### src/logic/sli_pkg.sv
// Constants, register map and timing counts for the status lamp block.
package sli_pkg;

   // Bus geometry.
   localparam int          SLI_ADDR_W     = 4;
   localparam int          SLI_DATA_W     = 32;

   // Register byte offsets.
   localparam logic [3:0]  SLI_OFF_CTRL   = 4'h0;
   localparam logic [3:0]  SLI_OFF_LAMP   = 4'h4;
   localparam logic [3:0]  SLI_OFF_IRQ_ST = 4'h8;
   localparam logic [3:0]  SLI_OFF_IRQ_MK = 4'hc;

   // Control register fields.
   localparam int          SLI_CTRL_BANK_LO = 0;
   localparam int          SLI_CTRL_UNLOCK  = 2;
   localparam logic [1:0]  SLI_CTRL_BANK_RST = 2'h0;
   localparam logic        SLI_CTRL_UNLOCK_RST = 1'b0;

   // Status (interrupt) bits.
   localparam int          SLI_IRQ_W       = 3;
   localparam int          SLI_IRQ_OK_CHG  = 0;
   localparam int          SLI_IRQ_REF_CHG = 1;
   localparam int          SLI_IRQ_STD_CHG = 2;
   localparam logic [2:0]  SLI_IRQ_MK_RST  = 3'h0;

   // Number of lamps.
   localparam int          SLI_LAMPS = 10;

   // Flash timing: half period in ms, cycles at 100 MHz.
   localparam int          SLI_CLK_HZ        = 100_000_000;
   localparam int          SLI_FLASH_HALF_MS = 333;
   localparam int          SLI_FLASH_HALF_CYC = SLI_CLK_HZ / 1000 * SLI_FLASH_HALF_MS;

   // Menu bank selections.
   typedef enum logic [1:0]
   {
      SLI_BANK_A = 2'h0,
      SLI_BANK_B = 2'h1,
      SLI_BANK_C = 2'h2
   } sli_bank_t;

   // Timing modes.
   typedef enum logic [1:0]
   {
      SLI_TM_FREE  = 2'h0,
      SLI_TM_LINE  = 2'h1,
      SLI_TM_FRAME = 2'h2
   } sli_tmode_t;

   // Raster standard codes.
   localparam logic [1:0]  SLI_STD_NONE = 2'h0;
   localparam logic [1:0]  SLI_STD_525  = 2'h1;
   localparam logic [1:0]  SLI_STD_625  = 2'h2;

endpackage : sli_pkg

### src/logic/sli_flash_div.sv
// Divider that produces the equal-duty flashing phase for lamps.
`timescale 1ns/1ps
`default_nettype none
module sli_flash_div
   import sli_pkg::*;
#(
   parameter int HALF_CYC = SLI_FLASH_HALF_CYC
)
(
   input  wire logic clk_i,
   input  wire logic reset_n_i,
   output logic      phase_o
);

   logic [26:0] cnt_r;
   logic        phase_r;
   wire         wrap = (cnt_r == 27'(HALF_CYC - 1));

   // A toggle every half period gives equal on and off time.
   always_ff @(posedge clk_i or negedge reset_n_i)
   begin
      if (!reset_n_i)
      begin
         cnt_r   <= 27'h0;
         phase_r <= 1'b0;
      end
      else if (wrap)
      begin
         cnt_r   <= 27'h0;
         phase_r <= ~phase_r;
      end
      else
      begin
         cnt_r <= cnt_r + 27'h1;
      end
   end

   assign phase_o = phase_r;

endmodule : sli_flash_div
`default_nettype wire

### src/logic/sli_lamps.sv
// Status lamp driver with an Avalon-MM register slave and interrupt.
//
// Our own choices: register access over Avalon-MM and the placing of the registers.
`timescale 1ns/1ps
`default_nettype none
module sli_lamps
   import sli_pkg::*;
#(
   parameter int FLASH_HALF_CYC = SLI_FLASH_HALF_CYC
)
(
   input  wire logic                  clk_i,
   input  wire logic                  reset_n_i,
   // Avalon-MM slave.
   input  wire logic [SLI_ADDR_W-1:0] avs_address_i,
   input  wire logic                  avs_read_i,
   input  wire logic                  avs_write_i,
   input  wire logic [SLI_DATA_W-1:0] avs_writedata_i,
   output logic      [SLI_DATA_W-1:0] avs_readdata_o,
   output logic                       avs_waitrequest_o,
   // Status from the decoder core.
   input  wire logic                  input_valid_i,
   input  wire logic [1:0]            input_std_i,
   input  wire logic [1:0]            timing_mode_i,
   input  wire logic                  ref_frame_present_i,
   input  wire logic                  ref_bnc_present_i,
   input  wire logic                  ref_locked_i,
   input  wire logic [1:0]            ref_std_i,
   input  wire logic                  freeze_any_i,
   // Lamps.
   output logic                       lamp_input_ok_o,
   output logic                       lamp_error_o,
   output logic                       lamp_bank_a_o,
   output logic                       lamp_bank_b_o,
   output logic                       lamp_bank_c_o,
   output logic                       lamp_in525_o,
   output logic                       lamp_in625_o,
   output logic                       lamp_ref_ok_o,
   output logic                       lamp_freeze_o,
   output logic                       lamp_access_o,
   output logic                       irq_o
);

   ////////////////////////////////////////////////////////////////////////////
   // Control registers written by the menu software, and the bus acknowledge flop.

   sli_bank_t             bank_r;
   logic                  unlock_r;
   logic [SLI_IRQ_W-1:0]  irq_st_r;
   logic [SLI_IRQ_W-1:0]  irq_mk_r;
   logic                  ack_r;

   ////////////////////////////////////////////////////////////////////////////
   // Status decode.

   function automatic logic std_match(input logic [1:0] a, input logic [1:0] b);
      return (a == b) && (a != SLI_STD_NONE);
   endfunction : std_match

   wire ref_present  = ref_frame_present_i | ref_bnc_present_i;
   wire ref_needed   = (timing_mode_i == SLI_TM_LINE)
                     | (timing_mode_i == SLI_TM_FRAME);
   wire ref_match    = std_match(ref_std_i, input_std_i);
   wire ref_good     = ref_present & ref_locked_i & ref_match;
   wire ok_nxt       = input_valid_i & (~ref_needed | ref_good);
   wire flash_phase;

   logic [9:0] lamp_nxt;
   always_comb
   begin
      lamp_nxt    = 10'h0;
      lamp_nxt[0] = ok_nxt;
      lamp_nxt[1] = ~ok_nxt;
      lamp_nxt[2] = (bank_r == SLI_BANK_A);
      lamp_nxt[3] = (bank_r == SLI_BANK_B);
      lamp_nxt[4] = (bank_r == SLI_BANK_C);
      lamp_nxt[5] = (input_std_i == SLI_STD_525);
      lamp_nxt[6] = (input_std_i == SLI_STD_625);
      if (!ref_present)
         lamp_nxt[7] = 1'b0;
      else if (ref_match)
         lamp_nxt[7] = ref_locked_i;
      else
         lamp_nxt[7] = flash_phase;
      lamp_nxt[8] = freeze_any_i;
      lamp_nxt[9] = unlock_r;
   end

   sli_flash_div #(
      .HALF_CYC (FLASH_HALF_CYC)
   ) u_flash (
      .clk_i     (clk_i),
      .reset_n_i (reset_n_i),
      .phase_o   (flash_phase)
   );

   // Lamps come from flip-flops so they never glitch at the card edge.
   logic [SLI_LAMPS-1:0] lamp_r;
   always_ff @(posedge clk_i or negedge reset_n_i)
   begin
      if (!reset_n_i)
         lamp_r <= 10'h4;
      else
         lamp_r <= lamp_nxt;
   end

   assign lamp_input_ok_o = lamp_r[0];
   assign lamp_error_o    = lamp_r[1];
   assign lamp_bank_a_o   = lamp_r[2];
   assign lamp_bank_b_o   = lamp_r[3];
   assign lamp_bank_c_o   = lamp_r[4];
   assign lamp_in525_o    = lamp_r[5];
   assign lamp_in625_o    = lamp_r[6];
   assign lamp_ref_ok_o   = lamp_r[7];
   assign lamp_freeze_o   = lamp_r[8];
   assign lamp_access_o   = lamp_r[9];

   ////////////////////////////////////////////////////////////////////////////
   // Events: changes of input-ok, reference presence and input standard.

   logic       ok_d_r;
   logic       ref_d_r;
   logic [1:0] std_d_r;
   wire  [SLI_IRQ_W-1:0] ev = {(std_d_r != input_std_i),
                               (ref_d_r != ref_present),
                               (ok_d_r != ok_nxt)};

   always_ff @(posedge clk_i or negedge reset_n_i)
   begin
      if (!reset_n_i)
      begin
         ok_d_r  <= 1'b0;
         ref_d_r <= 1'b0;
         std_d_r <= SLI_STD_NONE;
      end
      else
      begin
         ok_d_r  <= ok_nxt;
         ref_d_r <= ref_present;
         std_d_r <= input_std_i;
      end
   end

   ////////////////////////////////////////////////////////////////////////////
   // Avalon-MM slave: one wait state, answer on the second cycle.

   wire sel     = avs_read_i | avs_write_i;
   wire do_wr   = avs_write_i & ack_r;
   wire wr_ctrl = do_wr & (avs_address_i == SLI_OFF_CTRL);
   wire wr_st   = do_wr & (avs_address_i == SLI_OFF_IRQ_ST);
   wire wr_mk   = do_wr & (avs_address_i == SLI_OFF_IRQ_MK);
   wire [1:0] wr_bank = avs_writedata_i[SLI_CTRL_BANK_LO +: 2];

   // Unmapped offsets read as zero and ignore writes.
   logic [SLI_DATA_W-1:0] rd_mux;
   always_comb
   begin
      unique case (avs_address_i)
         SLI_OFF_CTRL:   rd_mux = {29'h0, unlock_r, bank_r};
         SLI_OFF_LAMP:   rd_mux = {22'h0, lamp_r};
         SLI_OFF_IRQ_ST: rd_mux = {29'h0, irq_st_r};
         SLI_OFF_IRQ_MK: rd_mux = {29'h0, irq_mk_r};
         default:        rd_mux = 32'h0;
      endcase
   end

   assign avs_waitrequest_o = sel & ~ack_r;

   always_ff @(posedge clk_i or negedge reset_n_i)
   begin
      if (!reset_n_i)
      begin
         ack_r          <= 1'b0;
         avs_readdata_o <= 32'h0;
      end
      else
      begin
         ack_r <= sel & ~ack_r;
         if (sel & ~ack_r)
            avs_readdata_o <= rd_mux;
      end
   end

   // Bank code 3 is not a bank and is ignored so one lamp always stays lit.
   always_ff @(posedge clk_i or negedge reset_n_i)
   begin
      if (!reset_n_i)
      begin
         bank_r   <= SLI_BANK_A;
         unlock_r <= SLI_CTRL_UNLOCK_RST;
         irq_mk_r <= SLI_IRQ_MK_RST;
      end
      else
      begin
         if (wr_ctrl)
         begin
            if (wr_bank != 2'h3)
               bank_r <= sli_bank_t'(wr_bank);
            unlock_r <= avs_writedata_i[SLI_CTRL_UNLOCK];
         end
         if (wr_mk)
            irq_mk_r <= avs_writedata_i[SLI_IRQ_W-1:0];
      end
   end

   // A new event in the clearing cycle survives the clear.
   always_ff @(posedge clk_i or negedge reset_n_i)
   begin
      if (!reset_n_i)
         irq_st_r <= 3'h0;
      else
         irq_st_r <= (irq_st_r & ~(wr_st ? avs_writedata_i[SLI_IRQ_W-1:0] : 3'h0)) | ev;
   end

   assign irq_o = |(irq_st_r & irq_mk_r);

endmodule : sli_lamps
`default_nettype wire

### config.mk
export PLATFORM = sky130hd
export DESIGN_NAME = sli_lamps
export DESIGN_NICKNAME = d
export VERILOG_FILES = /design/src/logic/sli_pkg.sv /design/src/logic/sli_flash_div.sv /design/src/logic/sli_lamps.sv
export SDC_FILE = /design/constraint.sdc
export NUM_CORES = 1
export LEC_CHECK = 0
export ABC_AREA = 0
export ABC_CLOCK_PERIOD_IN_PS = 2100
export BUFFER_PORTS_ARGS = -buffer_cell sky130_fd_sc_hd__buf_2
export CAP_MARGIN = 5
export CELL_PAD_IN_SITES_DETAIL_PLACEMENT = 1
export CELL_PAD_IN_SITES_GLOBAL_PLACEMENT = 1
export CORE_MARGIN = 1.5
export CORE_UTILIZATION = 39
export DETAILED_ROUTE_END_ITERATION = 16
export PLACE_DENSITY_LB_ADDON = 0.1
export SLEW_MARGIN = 10
export SYNTH_ARGS = -nofsm -noshare
export SYNTH_HDL_FRONTEND = slang
export SYNTH_SLANG_ARGS = --single-unit
### constraint.sdc
create_clock -name clk_i -period 2.1 [get_ports clk_i]
set_input_delay 0.21 -clock clk_i [delete_from_list [all_inputs] [get_ports clk_i]]
set_output_delay 0.21 -clock clk_i [all_outputs]
set_load 0.01 [all_outputs]
==> out/qor.log <==
qor: final_layout.layout-area-overhead-vs-synth 16.60%
qor: logic_synthesis.synth_top_area_cell sky130_fd_sc_hd__dfrtp_1
qor: die.ios 95
qor: place.placedCellCount 399
qor: timing.final_period_minus_worst_setup_slack 1.846 ns
qor: power_and_ir_drop.internal-power 1.902 mW
qor: place.placer_congestion 0.7836
qor: final_layout.antenna_cells 0
qor: logic_synthesis.synth.cell_area 2902 sq um
qor: power_and_ir_drop.report.power.total 2.541 mW
qor: logic_synthesis.main_combinational_cell_family_by_area_after_synthesis simple AND/OR/NAND/NOR gates
qor: critical_path.worst-endpoint-arrival 2.10 ns
qor: critical_path.crit_required 2.35 ns
qor: clock_network.cts.sinks 61
qor: power_and_ir_drop.p_leak 1.588 nW
qor: timing.setup_slack 0.2539 ns
qor: flow_run.timing.max_cap.violations 0
qor: clock_network.htreeDepth 3
qor: logic_synthesis.synth.mux.area_fraction 0.04355
qor: drt.drt_iter0_markers 38
qor: min_path.min-delay-path-class in -> reg
qor: drt.drc 0
qor: die.dieArea 7966 sq um
qor: logic_synthesis.synthesis.instances 256
qor: clock_network.cts.reportedPaths.clkPinSlew 0.07 ns
qor: drt.route.detailed.wl_per_inst 14.57 um
qor: timing.clock-skew-final 0.006139 ns
qor: critical_path.startpoint_type register
qor: logic_synthesis.synth.ff_latch_count 61
qor: final_layout.final_common_cell sky130_fd_sc_hd__dfrtp_1
qor: logic_synthesis.synth_xor_area_frac 0.07245
qor: place.place.detailed.hpwl 4.515 mm
qor: final_layout.post_route_cells_drive_above_1_share 0.2492
qor: die.std_cell_rows 31
qor: logic_synthesis.synth-async-reset-ratio 1.000
qor: place.port-buffer-count 43
qor: power_and_ir_drop.vdd.ir_drop.worst 0.2747 mV
qor: drt.route.detailed.vias_per_inst 4.904
qor: power_and_ir_drop.power_frac_clock 0.387
qor: timing.drv_slew 0
qor: power_and_ir_drop.p_comb_frac 0.106
qor: global_routing.wire_length_of_the_first_global_routing_pass 9.722 mm
qor: drt.vias 2040
qor: timing.final_min_period_over_clock_period 0.8791
qor: critical_path.end_kind register
qor: drt.drt_pass1_iterations 4
qor: clock_network.post_cts.resized_instances 0
qor: logic_synthesis.synth_cell_type_count 51
qor: power_and_ir_drop.powerDensity 750.9 nW/um^2
qor: logic_synthesis.post_synth_fa_ha_maj_area_fraction 0.004312
qor: logic_synthesis.synth-edff-count 0
qor: logic_synthesis.synth_compound_area_frac 0.09573
qor: outcome.status finished clean
qor: logic_synthesis.synth_sequential_area_ratio 0.5265
qor: final_layout.post_layout_nonfiller_instances 416
qor: global_routing.number_of_antenna_violations_at_the_first_check_in_global_routing 0
qor: die.floorplan.die.width 89.26 um
qor: power_and_ir_drop.p_switching 0.6387 mW
qor: clock_network.insertion_delay 0.33 ns
qor: die.die_height 89.26 um
qor: timing.final_setup_violation_count 0
qor: timing.setup_repair_after_global_routing_missed_its_margin false
qor: logic_synthesis.synth_warnings 0
qor: timing.slew_headroom 0.4939
qor: final_layout.layout.core_utilization 0.4690
qor: timing.fmax 541.7 MHz
qor: logic_synthesis.syn_avg_cell_area 11.33 sq um
qor: global_routing.grt_pass1_vias 1962
qor: critical_path.worstSetupPathType reg -> reg
qor: global_routing.gr-usage-all-layers 0.1639
qor: power_and_ir_drop.seqPwrFrac 0.508
qor: clock_network.clock_path_buffers 2
qor: final_layout.num-fill-cells 854
qor: drt.drtAntennaViolNets 0
qor: clock_network.tritoncts built
qor: die.placeable_core_area 7214 sq um
qor: die.starting_density 0.4022
qor: clock_network.root_buffer sky130_fd_sc_hd__clkbuf_8
qor: logic_synthesis.synth_top_flop_cell sky130_fd_sc_hd__dfrtp_1
qor: global_routing.grt_overflow_total 0
qor: clock_network.cts_inserted_buffers 9
qor: timing.max_slew.worst_pin.slew 0.7572 ns
qor: drt.detail_route.wirelength 6.062 mm
qor: logic_synthesis.post-synth-top-area-fraction 0.5175
qor: global_routing.grt_max_degree 28
qor: place.dp_worst_slack 0.2423 ns
qor: critical_path.critPathMaxFanout 7
qor: timing.finalHoldViolCount 0
qor: final_layout.layout_common_cells 60 x sky130_fd_sc_hd__dfrtp_1, 43 x sky130_fd_sc_hd__buf_2, 22 x sky130_fd_sc_hd__conb_1
qor: logic_synthesis.synth_area_leaders sky130_fd_sc_hd__dfrtp_1 52%, sky130_fd_sc_hd__buf_4 6.0%, sky130_fd_sc_hd__xnor2_1 3.9%
qor: final_layout.layout.nets 365
qor: logic_synthesis.synth_simple_gate_area_frac 0.1794
qor: timing.setup-tns-final 0 ns
qor: power_and_ir_drop.p_sw_frac 0.2514
power by group through the flow:
| stage | Combinational [mW] | Sequential, mW | Clock [mW] |
|---|---|---|---|
| final | 0.269 | 1.29 | 0.982 |
| after CTS | 0.274 | 1.29 | 1.03 |
| after global routing | 0.298 | 1.30 | 1.07 |
| after floorplan | 0.162 | 1.32 | 0 |
| after detailed placement | 0.271 | 1.31 | 0 |
| after global placement | 0.265 | 1.31 | 0 |
flip-flops by register name, summed over array words and instances (netlist names):
signal,flops
lamp_r,10
irq_mk_r,3
u_flash.cnt_r,27
bank_r,2
std_d_r,2
ref_d_r,1
irq_st_r,3
unlock_r,1
avs_readdata_o,10
ack_r,1
u_flash.phase_o,1
worst max-delay path, cell delays in order (launching register included):
cell                      delay (ns)
sky130_fd_sc_hd__dfrtp_1        0.39
sky130_fd_sc_hd__ha_1           0.24
sky130_fd_sc_hd__and4_1         0.27
sky130_fd_sc_hd__nand3_1        0.25
sky130_fd_sc_hd__or4_1          0.47
sky130_fd_sc_hd__a21oi_1        0.16
cells by family after synthesis:
group / after synthesis
AND/OR/NAND/NOR: 88
flip-flops: 61
AO/OA/AOI/OAI: 37
buffers and inverters: 36
XOR/XNOR: 24
multiplexers: 8
adder cells (fa/ha/maj): 1
other: 1
cells in the mapped netlist (all sizes together), types with 2 or more instances:
master  number
clkbuf       3
buf         24
o22a         2
xnor2       13
o31ai        4
and2         2
a21oi        5
or4          6
nor2        16
a21o         2
nor4         5
nand2       15
dfrtp       60
xor2        11
nor2b        5
nand4        9
o21ai        4
and4         6
nand3       10
inv          9
nor3         6
mux4         3
or3          2
a22o        11
mux2         4
final timing paths:
path | startpoint | endpoint | slack (ns) | cells past startpoint
worst min register to register | unlock_r | lamp_r[9] | 0.41 | 0
min in group asynchronous | reset_n_i | avs_readdata_o[4] | 0.42 | 2
worst min-delay path | input_std_i[1] | std_d_r[1] | 0.08 | 1
worst max register to register | u_flash.cnt_r[0] | u_flash.cnt_r[20] | 0.25 | 5
worst max-delay path | u_flash.cnt_r[0] | u_flash.cnt_r[20] | 0.25 | 5
max in group asynchronous | reset_n_i | irq_st_r[2] | 0.99 | 3
final cells by class:
| cell class | count | area [sq um] | area share |
|---|---|---|---|
| inverter | 9 | 33.78 | 0.009985 |
| timing repair buffer | 52 | 287.8 | 0.08506 |
| multi-input combinational | 180 | 1230 | 0.3635 |
| clock inverter | 5 | 52.55 | 0.01553 |
| tap | 99 | 123.9 | 0.03661 |
| sequential | 61 | 1528 | 0.4516 |
| clock buffer | 10 | 127.6 | 0.03772 |
layer usage:
| metal | vias to the layer above | track usage | share of wire |
|---|---|---|---|
| met4 | 0 | 0.05874 | 0.013 |
| met2 | 50 | 0.2392 | 0.44 |
| met5 | - | 0 | 0 |
| li1 | 997 | - | - |
| met1 | 988 | 0.2338 | 0.50 |
| met3 | 5 | 0.04524 | 0.045 |
timing repair:
item                      4_1_cts  5_1_grt
hold endpoints to repair       25        0
hold buffers                    2        0
setup buffers                   0        0
metrics by stage:
stage / hold slack (ns) / instance area (sq um)
after global routing: 0.07648 / 3383
final: 0.08437 / 3383
after detailed placement: 0.2675 / 3183
after global placement: 0.2616 / 3183
after floorplan: -0.08559 / 2980
after CTS: 0.06967 / 3383
No activity file was read; power rests on OpenSTA's default activity.
